==> config.mk <==
export PLATFORM = sky130hd
export DESIGN_NAME = lfwsr_top
export DESIGN_NICKNAME = d
export VERILOG_FILES = /design/src/lfwsr_pkg.sv /design/src/lfwsr_top.sv /design/src/lfwsr_watchdog.sv
export SDC_FILE = /design/constraint.sdc
export NUM_CORES = 1
export LEC_CHECK = 0
export BUFFER_PORTS_ARGS = -buffer_cell sky130_fd_sc_hd__buf_2
export CELL_PAD_IN_SITES_DETAIL_PLACEMENT = 0
export CELL_PAD_IN_SITES_GLOBAL_PLACEMENT = 1
export CORE_MARGIN = 5
export CORE_UTILIZATION = 50
export CTS_CLUSTER_DIAMETER = 30
export DETAILED_ROUTE_END_ITERATION = 8
export GPL_ROUTABILITY_DRIVEN = 0
export PLACE_DENSITY = 0.88
export SETUP_SLACK_MARGIN = 0.05
export SYNTH_ARGS = -nofsm -noshare
export SYNTH_HDL_FRONTEND = slang
export SYNTH_SLANG_ARGS = --single-unit
==> constraint.sdc <==
create_clock -name clk_i -period 5.2 [get_ports clk_i]
set_input_delay 0.52 -clock clk_i [delete_from_list [all_inputs] [get_ports clk_i]]
set_output_delay 0.52 -clock clk_i [all_outputs]
set_load 0.005 [all_outputs]
==> src/lfwsr_pkg.sv <==
// constants, field positions and small types for the led fault / watchdog / status register bank
// assumes a serial front end that decodes each transfer and gives one pulse at its end
//
// What this block does
// RQ1: one shared fault timer, 2-bit limit code: 3.6, 7.2, 14.4, 28.8 ms.
// RQ2: thermal select 0 restarts on hysteresis; 1 latches off, clearing enable bit.
// RQ3: high-side limit select 0 restarts after fault timer; 1 latches off, clears enable.
// RQ4: low-side limit select 0 restarts after fault timer; 1 latches off, clears enable.
// RQ5: latched-off channel stays off until host writes its enable bit high again.
// RQ6: watchdog uses 25-bit counter, timeout at selectable tap, default tap bit 24.
// RQ7: tap codes 0000 to 0111 select counter bits 16 to 23.
// RQ8: tap codes 1000 to 1111 select bit 24; field resets to 1000.
// RQ9: status read-only; read clears set bits whose condition is gone, others stay.
// RQ10: clearing happens at end of the response transfer, not the command transfer.
// RQ11: every status bit is active high.
// RQ12: first status register at 0x03 holds per-channel limit, short, overvoltage flags.
// RQ13: watchdog runs only while its enable bit is set; enable set after reset.
// RQ14: watchdog expiries counted in 2-bit saturating field; third expiry enters limp-home.
// RQ15: every valid host transfer restarts watchdog counter; host must talk often enough.
package lfwsr_pkg;
  localparam int NUM_CH = 2;
  localparam logic [7:0] REG_SYS_CFG = 8'h00;
  localparam logic [7:0] REG_FAULT_CFG = 8'h01;
  localparam logic [7:0] REG_TAP = 8'h02;
  localparam logic [7:0] REG_FAULT_STAT = 8'h03;
  localparam logic [7:0] REG_BOOT_STAT = 8'h04;
  localparam logic [7:0] REG_SYS_STAT = 8'h05;
  localparam logic [7:0] SYS_CFG_RST = 8'h10;
  localparam logic [7:0] SYS_CFG_WR_MASK = 8'h7F;
  localparam logic [7:0] FAULT_CFG_RST = 8'h00;
  localparam logic [7:0] TAP_RST = 8'h08;
  localparam logic [7:0] TAP_MASK = 8'h0F;
  localparam logic [7:0] BOOT_STAT_MASK = 8'h3F;
  localparam logic [7:0] BYTE_ZERO = 8'h00;
  // system config fields
  localparam int CH_EN_STRIDE = 2;
  localparam int WDG_EN_POS = 4;
  localparam int LIMP_POS = 5;
  // fault response config fields
  localparam int FCFG_STRIDE = 3;
  localparam int FCFG_LS = 0;
  localparam int FCFG_HS = 1;
  localparam int FCFG_TS = 2;
  localparam int FT_LSB = 6;
  // status fields
  localparam int S1_STRIDE = 4;
  localparam int S1_COMP_OV = 0;
  localparam int S1_SHORT = 1;
  localparam int S1_HS = 2;
  localparam int S1_LS = 3;
  localparam int S2_STRIDE = 3;
  localparam int S2_TOFFMIN = 0;
  localparam int S2_BOOT_UV = 1;
  localparam int S2_THERMAL = 2;
  localparam int S3_CNT_LSB = 4;
  localparam logic [1:0] EXP_ZERO = 2'h0;
  localparam logic [1:0] EXP_ONE = 2'h1;
  localparam logic [1:0] EXP_LIMP_PREV = 2'h2;
  localparam logic [1:0] EXP_MAX = 2'h3;
  // timing
  localparam int unsigned CLK_PERIOD_NS = 20;
  localparam int unsigned FAULT_TIME_BASE_NS = 3600000;
  localparam int unsigned FAULT_BASE_CYCLES = FAULT_TIME_BASE_NS / CLK_PERIOD_NS;
  localparam int unsigned WDG_TICK_NS = 91;
  localparam int unsigned WDG_TICK_CYCLES = WDG_TICK_NS / CLK_PERIOD_NS;
  localparam int FT_W = 24;
  typedef logic [FT_W-1:0] lfwsr_ft_t;
  localparam lfwsr_ft_t FT_ONE = 24'h00_0001;
  localparam lfwsr_ft_t FT_ZERO = 24'h00_0000;
  // watchdog
  localparam int WDG_CNT_W = 25;
  typedef logic [WDG_CNT_W-1:0] lfwsr_wdg_t;
  typedef logic [4:0] lfwsr_bit_t;
  typedef logic [7:0] lfwsr_pre_t;
  localparam lfwsr_bit_t TAP_LOW_BIT = 5'h10;
  localparam lfwsr_bit_t TAP_MAX_BIT = 5'h18;
  localparam int TAP_WIDE_POS = 3;
endpackage

==> src/lfwsr_top.sv <==
// register bank: fault response, shared fault timer, watchdog tap, clear-on-read status
// assumes xfer_done_i pulses one cycle at the end of each valid transfer, with
// xfer_write_i, xfer_addr_i and xfer_wdata_i valid in that cycle; rdata_o is
// shifted out during the following transfer
`timescale 1ns/1ps
module lfwsr_top #(
  parameter int unsigned FAULT_BASE_CYCLES = lfwsr_pkg::FAULT_BASE_CYCLES,
  parameter int unsigned WDG_TICK_CYCLES = lfwsr_pkg::WDG_TICK_CYCLES
) (
  input wire logic clk_i,
  input wire logic reset_n_i,
  input wire logic xfer_done_i,
  input wire logic xfer_write_i,
  input wire logic [7:0] xfer_addr_i,
  input wire logic [7:0] xfer_wdata_i,
  input wire logic [1:0] ch_thermal_i,
  input wire logic [1:0] ch_hs_limit_i,
  input wire logic [1:0] ch_ls_limit_i,
  input wire logic [1:0] ch_short_i,
  input wire logic [1:0] ch_comp_ov_i,
  input wire logic [1:0] ch_boot_uv_i,
  input wire logic [1:0] ch_toffmin_i,
  output logic [7:0] rdata_o,
  output logic [1:0] ch_run_o,
  output logic limp_home_o
);
  logic [7:0] sys_cfg_reg, sys_cfg_next;
  logic [7:0] fault_cfg_reg, fault_cfg_next;
  logic [7:0] tap_reg, tap_next;
  logic [7:0] fault_stat_reg, fault_stat_next;
  logic [7:0] boot_stat_reg, boot_stat_next;
  logic [7:0] rdata_reg, rdata_next;
  logic [7:0] pend_addr_reg, pend_addr_next;
  logic pend_valid_reg, pend_valid_next;
  logic [1:0] exp_cnt_reg, exp_cnt_next;
  lfwsr_pkg::lfwsr_ft_t ft_cnt_reg, ft_cnt_next;
  logic ft_active_reg, ft_active_next;
  logic [1:0] hold_reg, hold_next;
  logic [1:0] run_reg, run_next;
  logic [1:0] latch_trip, auto_ilim;
  logic [7:0] live1, live2;
  logic ft_start, ft_expire, wdg_expire;
  lfwsr_pkg::lfwsr_ft_t ft_limit;

  // mask of bits reported by the previous read, applied as the response transfer ends
  function automatic logic [7:0] clear_for(input logic [7:0] off);
    if (xfer_done_i && pend_valid_reg && pend_addr_reg == off) begin
      return rdata_reg; // RQ10
    end
    return lfwsr_pkg::BYTE_ZERO;
  endfunction

  for (genvar c = 0; c < lfwsr_pkg::NUM_CH; c++) begin : g_ch
    logic ts_sel, hs_sel, ls_sel;
    assign ts_sel = fault_cfg_reg[c * lfwsr_pkg::FCFG_STRIDE + lfwsr_pkg::FCFG_TS];
    assign hs_sel = fault_cfg_reg[c * lfwsr_pkg::FCFG_STRIDE + lfwsr_pkg::FCFG_HS];
    assign ls_sel = fault_cfg_reg[c * lfwsr_pkg::FCFG_STRIDE + lfwsr_pkg::FCFG_LS];
    assign latch_trip[c] = (ch_thermal_i[c] & ts_sel) // RQ2
                         | (ch_hs_limit_i[c] & hs_sel) // RQ3
                         | (ch_ls_limit_i[c] & ls_sel); // RQ4
    assign auto_ilim[c] = (ch_hs_limit_i[c] & ~hs_sel) | (ch_ls_limit_i[c] & ~ls_sel);
    // auto-restart on limit: held off until the shared timer runs out
    assign hold_next[c] = auto_ilim[c] | (hold_reg[c] & ~ft_expire); // RQ3 RQ4
    // thermal auto-restart simply follows the sensor's own hysteresis
    assign run_next[c] = sys_cfg_next[c * lfwsr_pkg::CH_EN_STRIDE]
                       & ~ch_thermal_i[c] & ~hold_next[c]; // RQ2
    assign live1[c * lfwsr_pkg::S1_STRIDE + lfwsr_pkg::S1_LS] = ch_ls_limit_i[c]; // RQ12
    assign live1[c * lfwsr_pkg::S1_STRIDE + lfwsr_pkg::S1_HS] = ch_hs_limit_i[c]; // RQ12
    assign live1[c * lfwsr_pkg::S1_STRIDE + lfwsr_pkg::S1_SHORT] = ch_short_i[c]; // RQ12
    assign live1[c * lfwsr_pkg::S1_STRIDE + lfwsr_pkg::S1_COMP_OV] = ch_comp_ov_i[c]; // RQ12
    assign live2[c * lfwsr_pkg::S2_STRIDE + lfwsr_pkg::S2_THERMAL] = ch_thermal_i[c];
    assign live2[c * lfwsr_pkg::S2_STRIDE + lfwsr_pkg::S2_BOOT_UV] = ch_boot_uv_i[c];
    assign live2[c * lfwsr_pkg::S2_STRIDE + lfwsr_pkg::S2_TOFFMIN] = ch_toffmin_i[c];
  end
  assign live2[7:6] = 2'b00;

  // shared fault timer
  assign ft_start = |auto_ilim;
  assign ft_limit = lfwsr_pkg::lfwsr_ft_t'(FAULT_BASE_CYCLES
                                           << fault_cfg_reg[lfwsr_pkg::FT_LSB +: 2]); // RQ1
  assign ft_expire = ft_active_reg & ~ft_start & (ft_cnt_reg >= ft_limit - lfwsr_pkg::FT_ONE); // RQ1

  always_comb begin
    ft_cnt_next = ft_cnt_reg;
    ft_active_next = ft_active_reg;
    if (ft_start) begin
      // a persisting limit keeps restarting the timer
      ft_cnt_next = lfwsr_pkg::FT_ZERO;
      ft_active_next = 1'b1;
    end else if (ft_expire) begin
      ft_cnt_next = lfwsr_pkg::FT_ZERO;
      ft_active_next = 1'b0;
    end else if (ft_active_reg) begin
      ft_cnt_next = ft_cnt_reg + lfwsr_pkg::FT_ONE;
    end
  end

  always_ff @(posedge clk_i) begin
    if (!reset_n_i) begin
      ft_cnt_reg <= lfwsr_pkg::FT_ZERO;
      ft_active_reg <= 1'b0;
      hold_reg <= 2'b00;
      run_reg <= 2'b00;
    end else begin
      ft_cnt_reg <= ft_cnt_next;
      ft_active_reg <= ft_active_next;
      hold_reg <= hold_next;
      run_reg <= run_next;
    end
  end

  lfwsr_watchdog #(
    .TICK_CYCLES(WDG_TICK_CYCLES)
  ) u_wdg (
    .clk_i(clk_i),
    .reset_n_i(reset_n_i),
    .enable_i(sys_cfg_reg[lfwsr_pkg::WDG_EN_POS]), // RQ13
    .kick_i(xfer_done_i), // RQ15
    .tap_sel_i(tap_reg[3:0]),
    .expire_o(wdg_expire)
  );

  // register file, read response and clear-on-read
  always_comb begin
    logic [7:0] clr1, clr2, clr3, s3, rd_val;
    logic [1:0] exp_base;
    clr1 = clear_for(lfwsr_pkg::REG_FAULT_STAT);
    clr2 = clear_for(lfwsr_pkg::REG_BOOT_STAT);
    clr3 = clear_for(lfwsr_pkg::REG_SYS_STAT);
    s3 = lfwsr_pkg::BYTE_ZERO;
    s3[lfwsr_pkg::S3_CNT_LSB +: 2] = exp_cnt_reg;
    rd_val = lfwsr_pkg::BYTE_ZERO;
    sys_cfg_next = sys_cfg_reg;
    fault_cfg_next = fault_cfg_reg;
    tap_next = tap_reg;
    rdata_next = rdata_reg;
    pend_addr_next = pend_addr_reg;
    pend_valid_next = pend_valid_reg;
    // live condition re-sets a bit, so set wins over clear
    fault_stat_next = live1 | (fault_stat_reg & ~clr1); // RQ9 RQ11
    boot_stat_next = (live2 | (boot_stat_reg & ~clr2)) & lfwsr_pkg::BOOT_STAT_MASK; // RQ9
    exp_base = (clr3[lfwsr_pkg::S3_CNT_LSB +: 2] != lfwsr_pkg::EXP_ZERO) ? lfwsr_pkg::EXP_ZERO
                                                                        : exp_cnt_reg;
    exp_cnt_next = exp_base;
    if (wdg_expire && exp_base != lfwsr_pkg::EXP_MAX) begin
      exp_cnt_next = exp_base + lfwsr_pkg::EXP_ONE; // RQ14
    end
    case (xfer_addr_i)
      lfwsr_pkg::REG_SYS_CFG: rd_val = sys_cfg_reg;
      lfwsr_pkg::REG_FAULT_CFG: rd_val = fault_cfg_reg;
      lfwsr_pkg::REG_TAP: rd_val = tap_reg;
      lfwsr_pkg::REG_FAULT_STAT: rd_val = fault_stat_reg;
      lfwsr_pkg::REG_BOOT_STAT: rd_val = boot_stat_reg;
      lfwsr_pkg::REG_SYS_STAT: rd_val = s3;
      default: rd_val = lfwsr_pkg::BYTE_ZERO;
    endcase
    if (xfer_done_i) begin
      if (xfer_write_i) begin
        pend_valid_next = 1'b0;
        case (xfer_addr_i)
          lfwsr_pkg::REG_SYS_CFG: sys_cfg_next = xfer_wdata_i & lfwsr_pkg::SYS_CFG_WR_MASK; // RQ5
          lfwsr_pkg::REG_FAULT_CFG: fault_cfg_next = xfer_wdata_i;
          lfwsr_pkg::REG_TAP: tap_next = xfer_wdata_i & lfwsr_pkg::TAP_MASK; // RQ7 RQ8
          default: ;
        endcase
      end else begin
        rdata_next = rd_val;
        pend_valid_next = 1'b1;
        pend_addr_next = xfer_addr_i;
      end
    end
    if (wdg_expire && exp_base == lfwsr_pkg::EXP_LIMP_PREV) begin
      sys_cfg_next[lfwsr_pkg::LIMP_POS] = 1'b1; // RQ14
    end
    for (int c = 0; c < lfwsr_pkg::NUM_CH; c++) begin
      // a latching fault beats a host enable in the same cycle
      if (latch_trip[c]) begin
        sys_cfg_next[c * lfwsr_pkg::CH_EN_STRIDE] = 1'b0; // RQ2 RQ3 RQ4 RQ5
      end
    end
  end

  always_ff @(posedge clk_i) begin
    if (!reset_n_i) begin
      sys_cfg_reg <= lfwsr_pkg::SYS_CFG_RST; // RQ13
      fault_cfg_reg <= lfwsr_pkg::FAULT_CFG_RST;
      tap_reg <= lfwsr_pkg::TAP_RST; // RQ6 RQ8
      fault_stat_reg <= lfwsr_pkg::BYTE_ZERO;
      boot_stat_reg <= lfwsr_pkg::BYTE_ZERO;
      rdata_reg <= lfwsr_pkg::BYTE_ZERO;
      pend_addr_reg <= lfwsr_pkg::BYTE_ZERO;
      pend_valid_reg <= 1'b0;
      exp_cnt_reg <= lfwsr_pkg::EXP_ZERO;
    end else begin
      sys_cfg_reg <= sys_cfg_next;
      fault_cfg_reg <= fault_cfg_next;
      tap_reg <= tap_next;
      fault_stat_reg <= fault_stat_next;
      boot_stat_reg <= boot_stat_next;
      rdata_reg <= rdata_next;
      pend_addr_reg <= pend_addr_next;
      pend_valid_reg <= pend_valid_next;
      exp_cnt_reg <= exp_cnt_next;
    end
  end

  assign rdata_o = rdata_reg;
  assign ch_run_o = run_reg;
  assign limp_home_o = sys_cfg_reg[lfwsr_pkg::LIMP_POS];
endmodule

==> src/lfwsr_watchdog.sv <==
// communication watchdog: prescaled 25-bit counter with selectable tap
// assumes kick_i pulses once per valid host transfer
`timescale 1ns/1ps
module lfwsr_watchdog #(
  parameter int unsigned TICK_CYCLES = lfwsr_pkg::WDG_TICK_CYCLES
) (
  input wire logic clk_i,
  input wire logic reset_n_i,
  input wire logic enable_i,
  input wire logic kick_i,
  input wire logic [3:0] tap_sel_i,
  output logic expire_o
);
  lfwsr_pkg::lfwsr_wdg_t cnt_reg, cnt_next;
  lfwsr_pkg::lfwsr_pre_t pre_reg, pre_next;
  logic expire_reg, expire_next;
  lfwsr_pkg::lfwsr_bit_t tap;

  function automatic lfwsr_pkg::lfwsr_bit_t tap_bit(input logic [3:0] code);
    if (code[lfwsr_pkg::TAP_WIDE_POS]) begin
      return lfwsr_pkg::TAP_MAX_BIT; // RQ8
    end
    return lfwsr_pkg::TAP_LOW_BIT + {2'b00, code[2:0]}; // RQ7
  endfunction

  assign tap = tap_bit(tap_sel_i);

  always_comb begin
    cnt_next = cnt_reg;
    pre_next = pre_reg;
    expire_next = 1'b0;
    if (!enable_i || kick_i) begin
      // restart on every transfer; held at zero while disabled
      cnt_next = '0; // RQ13 RQ15
      pre_next = '0;
    end else if (cnt_reg[tap]) begin
      expire_next = 1'b1; // RQ6
      cnt_next = '0;
      pre_next = '0;
    end else if (pre_reg == lfwsr_pkg::lfwsr_pre_t'(TICK_CYCLES - 1)) begin
      pre_next = '0;
      cnt_next = cnt_reg + lfwsr_pkg::lfwsr_wdg_t'(1);
    end else begin
      pre_next = pre_reg + 8'h01;
    end
  end

  always_ff @(posedge clk_i) begin
    if (!reset_n_i) begin
      cnt_reg <= '0;
      pre_reg <= '0;
      expire_reg <= 1'b0;
    end else begin
      cnt_reg <= cnt_next;
      pre_reg <= pre_next;
      expire_reg <= expire_next;
    end
  end

  assign expire_o = expire_reg;
endmodule

## After elaboration in Yosys (flattened, before gate mapping)

Cells that the tools add are included.

| operators by class | value |
|---|---|
| add/sub/neg operators | 6 |
| magnitude comparators | 2 |
| equality and inequality tests | 11 |
| shift operators | 1 |
| mux-type cells | 27 |
| bitwise gates (word level) | 44 |
| reductions and logical operators | 24 |

Operators with widths:

| operator | number |
|---|---|
| 8-bit case mux with 6 select lines | 1 |
| 6-bit two-way mux | 7 |
| 8-bit by 2-bit equality test with 1-bit output (second input constant) | 4 |
| 8-bit by 3-bit equality test with 1-bit output (second input constant) | 4 |
| 25-bit by 1-bit adder with 25-bit output (second input constant) | 1 |
| 24-bit by 1-bit adder with 24-bit output (second input constant) | 1 |
| 24-bit greater-or-equal comparator | 1 |
| 18-bit by 2-bit left shift with 24-bit output (first input constant) | 1 |
| 24-bit by 1-bit subtractor with 24-bit output (second input constant) | 1 |
| 1-bit AND | 18 |
| 8-bit two-way mux | 2 |
| 1-bit two-way mux | 12 |
| 1-bit inverter | 12 |
| 3-bit AND reduction | 4 |
| 5-bit two-way mux | 2 |
| 2-bit nonzero test | 5 |
| 8-bit by 1-bit adder with 8-bit output (second input constant) | 1 |
| 8-bit AND | 1 |
| 8-bit by 1-bit equality test with 1-bit output (second input constant) | 1 |
| 8-bit logical NOT | 1 |
| 8-bit inverter | 1 |
| 1-bit bitwise OR | 8 |
| 8-bit bitwise OR | 1 |
| 4-bit OR reduction | 2 |
| other kinds (16) | 23 |

| word-level totals | value |
|---|---|
| register bits | 115 |
| bits of input ports | 34 |
| output and inout port bits | 11 |
| logic and storage cells | 133 |

## Logic depth before layout (Yosys ltp)

| logic depth | value |
|---|---|
| depth in word-level cells | 12 |
| mapped depth | 11 |
| gate-level depth less buffers | 10 |

## Cells and area by module

A second synthesis with hierarchy kept.

| unflattened totals | value |
|---|---|
| cell total of the unflattened synthesis | 676 |
| area total of the unflattened synthesis | 5936.9 um2 |

By module, submodules not included:

| module | times used | cells each | area each (um2) | seq. area each (um2) |
|---|---|---|---|---|
| lfwsr_top | 1 | 480 | 4247.8 | 1621.6 |
| lfwsr_watchdog | 1 | 196 | 1689.1 | 680.7 |

## Least setup slack after synthesis

OpenSTA, ideal clock, no wires.

| timing path | value |
|---|---|
| path type | register -> register |
| start point | reg fault_cfg_reg[6] |
| end point | reg hold_reg[0] |
| setup time | 0.137 ns |
| data arrival time | 2.538 ns |
| required time | 5.063 ns |
| path slack | 2.525 ns |
| stages on the path, launching flop included | 12 |
| path buffers | 1 |
| clock period less this slack | 2.675 ns |
| path through | dfxtp_1 -> inv_1 -> nor2_1 -> inv_1 -> ha_1 -> ha_1 -> nand4_1 -> o21ai_0 -> or4b_1 -> o211ai_1 -> clkbuf_1 -> a31oi_1 |

| between the ends | value |
|---|---|
| cells in the longest elaborated chain, start to end | 7 |

RTL lines:

| what | RTL line | source |
|---|---|---|
| start: declaration | lfwsr_top.sv:28 | `logic [7:0] fault_cfg_reg, fault_cfg_next;` |
| start signal: assignment | lfwsr_top.sv:186 | `fault_cfg_reg <= lfwsr_pkg::FAULT_CFG_RST;` |
| start signal: assignment | lfwsr_top.sv:196 | `fault_cfg_reg <= fault_cfg_next;` |
| 18-bit by 2-bit left shift with 24-bit output | lfwsr_top.sv:79 | `assign ft_limit = lfwsr_pkg::lfwsr_ft_t'(FAULT_BASE_CYCLES` |
| 24-bit by 1-bit subtractor with 24-bit output | lfwsr_top.sv:81 | `assign ft_expire = ft_active_reg & ~ft_start & (ft_cnt_reg >= ft_limit - lfwsr_pkg::FT_ONE);` |
| 24-bit greater-or-equal comparator | lfwsr_top.sv:81 |  |
| 1-bit AND | lfwsr_top.sv:81 |  |
| 1-bit inverter | lfwsr_top.sv:63 | `assign hold_next[c] = auto_ilim[c] \| (hold_reg[c] & ~ft_expire);` |
| 1-bit AND | lfwsr_top.sv:63 |  |
| 1-bit bitwise OR | lfwsr_top.sv:63 |  |
| end signal: assignment | lfwsr_top.sv:107 | `hold_reg <= hold_next;` |
| end: declaration | lfwsr_top.sv:38 | `logic [1:0] hold_reg, hold_next;` |

Every way passes these cells.
A chain may end at the register's enable or synchronous reset.

## Worst setup path in the final report

| timing path | value |
|---|---|
| start point | reg fault_cfg_reg[6] |
| end point | reg ft_cnt_reg[17] |

| between the ends | value |
|---|---|
| cells in the longest elaborated chain, start to end | 5 |

RTL lines:

| what | RTL line | source |
|---|---|---|
| 18-bit by 2-bit left shift with 24-bit output | lfwsr_top.sv:79 |  |
| 24-bit by 1-bit subtractor with 24-bit output | lfwsr_top.sv:81 |  |
| 24-bit greater-or-equal comparator | lfwsr_top.sv:81 |  |
| 1-bit AND | lfwsr_top.sv:81 |  |
| 4-bit OR reduction (no source line) | -- |  |
| end signal: assignment | lfwsr_top.sv:100 | `ft_cnt_reg <= lfwsr_pkg::FT_ZERO;` |
| end signal: assignment | lfwsr_top.sv:105 | `ft_cnt_reg <= ft_cnt_next;` |
| end: declaration | lfwsr_top.sv:36 | `lfwsr_pkg::lfwsr_ft_t ft_cnt_reg, ft_cnt_next;` |

Every way passes these cells.

==> flow_summary.ini <==
[power]
p_comb_share_pct = 3.8
switching_power_uw = 483
clkPwrFrac_pct = 57.5
leakage_uw = 0.00240
p_sw_share_pct = 20.6
seqPwrFrac_pct = 38.7
p_int_uw = 1850
vdd_ir_drop_max_v = 0.000344
power_density_nw_per_um2 = 351

[clock_network]
ctsRootBufferMaster = clkbuf_16
clk_pin_slew_ns = 0.06
insertion_delay_ns = 0.42
cts_sinks = 115
cts_tree = built
post_cts_buffers = 0
cts_max_path_buffers = 2
cts_max_level = 4
ctsResizeCount = 0
hold_buffers = 0
cts_buffers = 17

[routing]
routed_wl_um = 13600
drc = 0
drt_iter0_drc = 402
wl_per_cell_um = 16.3
viasPerCell = 5.59
drtPass1Iterations = 5
ant_nets = 0
vias = 4646

[worst_setup_path]
reg2reg_from = fault_cfg_reg[6]$_SDFFE_PN0P_
worstPathArrival_ns = 3.16
cp-startpoint = fault_cfg_reg[6]$_SDFFE_PN0P_
rr_endpoint = ft_cnt_reg[17]$_SDFFE_PP0P_
rr_worst_depth = 11
crit_fanout = 26
required_ns = 5.46
end_kind = register
criticalPathCategory = reg -> reg
regToRegSetupSlack_ns = 2.29
startpoint_type = register
cp-endpoint = ft_cnt_reg[17]$_SDFFE_PP0P_

[die]
die_area_um2 = 13600
die_h_um = 117
initial_core_util_pct = 50.4
die_w_um = 117
core_um2 = 11300
io_pins = 45
core.rowCount = 39

[finish]
nNetsFinal = 732
stdcell_area_um2 = 6670
n_antenna_cell = 0
fin_cells = 831
syn2layout_area_growth_pct = 17.3
layout-drive-gt1-share_pct = 14.2
largest_reg_flops = 25

[sta]
rsz0062_at_grt = no
hold_violations = 0
final_max_slew_viol_count = 0
fmax_ghz = 0.344
finalSetupTns_ns = 0
timing.final.crit_share_pct = 55.9
fin_crit_ns = 2.91
setup_viol = 0
fin_hold_ws_ns = 0.308
worst_pin_slew_ns = 1.02
slew_headroom_pct = 31.9
finalClockSkew_ns = 0.00687

[status]
status = finished clean

[placement]
placed_cell_area_um2 = 5980
hpwl_um = 9480
portBuffers = 44
place_inst = 799

[global_routing]
grtUsageTotal_pct = 20.8
antenna_found_initial = 0
grt_pass1_wl_um = 21900
overflow = 0
first_global_vias = 4448
grt_max_degree = 38

[synthesis]
synth_async_sr_flop_share_pct = 0
synth_edf_count = 0
yosysUniqueCellTypes = 60
syn_inst = 639
synth_area_um2 = 5680
synth_area_per_cell_um2 = 8.89
yosysWarnings = 0
ys_ff_latch = 115
ys_seq_area_share_pct = 40.5
synthFlopType = dfxtp_1

[job]
cap_violations = 0

[min_path]
hp-class = in -> reg
## critical path, stage by stage (launching register included)
cell and delay, ns:
dfxtp_1 0.40, inv_1 0.12, nor2_1 0.15, inv_1 0.06, ha_1 0.27, ha_1 0.29, nand4_1 0.10, o21ai_0 0.22
or4b_1 0.54, o211ai_1 0.13, buf_4 0.33, a211oi_1 0.13
## kinds of logic after synthesis
kind of cell,Yosys count,synth area share (%)
xor gates and xnor gates,51,7.86
and+or+nand+nor,254,23.3
DFF,115,40.5
AOI/OAI and AO/OA,109,12.4
buffers and inverters,52,3.57
adders and majority gates,23,5.07
muxes,33,7.18
other,2,0.132
## metal layers
metal  vias up  wire length, µm  global-route usage (%)
met3        22              649                    6.94
met1      2207             6090                    25.5
li1       2329                -                       -
met5         -                0                       0
met4         0              248                    8.64
met2        88             6570                    33.6
## power groups by stage
stage          logic (µW)  clock network, µW  registers, µW
2_1_floorplan        56.9                  0            920
3_3_place_gp         87.1                  0            922
3_5_place_dp         88.6                  0            922
4_1_cts              88.8               1360            903
5_1_grt              98.4               1410            905
6_report             89.1               1340            904
## worst min-delay path by stage
stage                                      startpoint                     endpoint  slack [ns]  cells past startpoint
after floorplan           u_wdg.pre_reg[0]$_SDFF_PP0_  u_wdg.pre_reg[0]$_SDFF_PP0_        0.42                      1
after global placement    u_wdg.pre_reg[0]$_SDFF_PP0_  u_wdg.pre_reg[0]$_SDFF_PP0_        0.43                      1
after detailed placement  u_wdg.pre_reg[0]$_SDFF_PP0_  u_wdg.pre_reg[0]$_SDFF_PP0_        0.45                      1
after CTS                             ch_boot_uv_i[0]  boot_stat_reg[1]$_SDFF_PN0_        0.30                      3
after global routing                  ch_boot_uv_i[0]  boot_stat_reg[1]$_SDFF_PN0_        0.30                      3
final                                 ch_boot_uv_i[0]  boot_stat_reg[1]$_SDFF_PN0_        0.31                      3
## cell usage after synthesis, drive strengths merged (9+ instances only)
| library cell | count | area (µm²) |
|---|---|---|
| a211oi | 23 | 173 |
| a21oi | 23 | 115 |
| and4 | 9 | 78.8 |
| clkbuf | 30 | 113 |
| dfxtp | 115 | 2300 |
| ha | 23 | 288 |
| inv | 20 | 75.1 |
| mux2i | 25 | 250 |
| nand2 | 63 | 236 |
| nand3 | 21 | 105 |
| nand4 | 13 | 81.3 |
| nor2 | 77 | 289 |
| nor2b | 9 | 56.3 |
| nor3 | 20 | 115 |
| o21a | 9 | 67.6 |
| o21ai | 22 | 110 |
| xnor2 | 38 | 333 |
| xor2 | 13 | 114 |
## stage by stage
step                total power, µW  util, %  setup WS, ns
floorplan                       977        -          2.52
CTS                            2360     59.1          2.34
global placement               1010     53.1          2.49
global route                   2420     59.1          2.12
detailed placement             1010     53.1          2.38
finish                         2340     59.1          2.29
## cell usage in the layout (no fill, tap or decap), drive strengths merged, types with 2 or more instances in the layout
| cell type | netlist | layout |
|---|---|---|
| or4 | 3 | 3 |
| o21a | 9 | 9 |
| o22ai | 4 | 4 |
| a31oi | 8 | 8 |
| nor4b | 2 | 2 |
| and2 | 4 | 4 |
| a21boi | 8 | 8 |
| nor2 | 77 | 77 |
| o2111ai | 2 | 2 |
| nor3 | 20 | 20 |
| nand2 | 63 | 63 |
| mux2 | 2 | 2 |
| and4 | 9 | 9 |
| clkinvlp | 0 | 3 |
| buf | 2 | 47 |
| a211oi | 23 | 23 |
| or4b | 2 | 2 |
| dfxtp | 115 | 115 |
| nand4 | 13 | 13 |
| clkbuf | 30 | 20 |
| nor3b | 4 | 4 |
| nand3 | 21 | 21 |
| xor2 | 13 | 13 |
| inv | 20 | 22 |
| mux2i | 25 | 25 |
| nand2b | 4 | 4 |
| conb | 2 | 4 |
| nor2b | 9 | 9 |
| nand4b | 2 | 2 |
| bufinv | 0 | 6 |
| mux4 | 6 | 6 |
| ha | 23 | 23 |
| and3 | 6 | 6 |
| nor4 | 8 | 8 |
| o21ai | 22 | 22 |
| a22oi | 2 | 2 |
| a21oi | 23 | 23 |
| and4b | 2 | 2 |
| xnor2 | 38 | 38 |
## cell type report
class | count | area, µm²
inverter | 20 | 75.1
fill | 972 | 4610
clock inverter | 12 | 225
sequential | 115 | 2300
multi-input combinational | 474 | 3180
clock buffer | 20 | 457
timing repair buffer | 47 | 243
tap | 143 | 179
(Power assumes the default switching activity.)
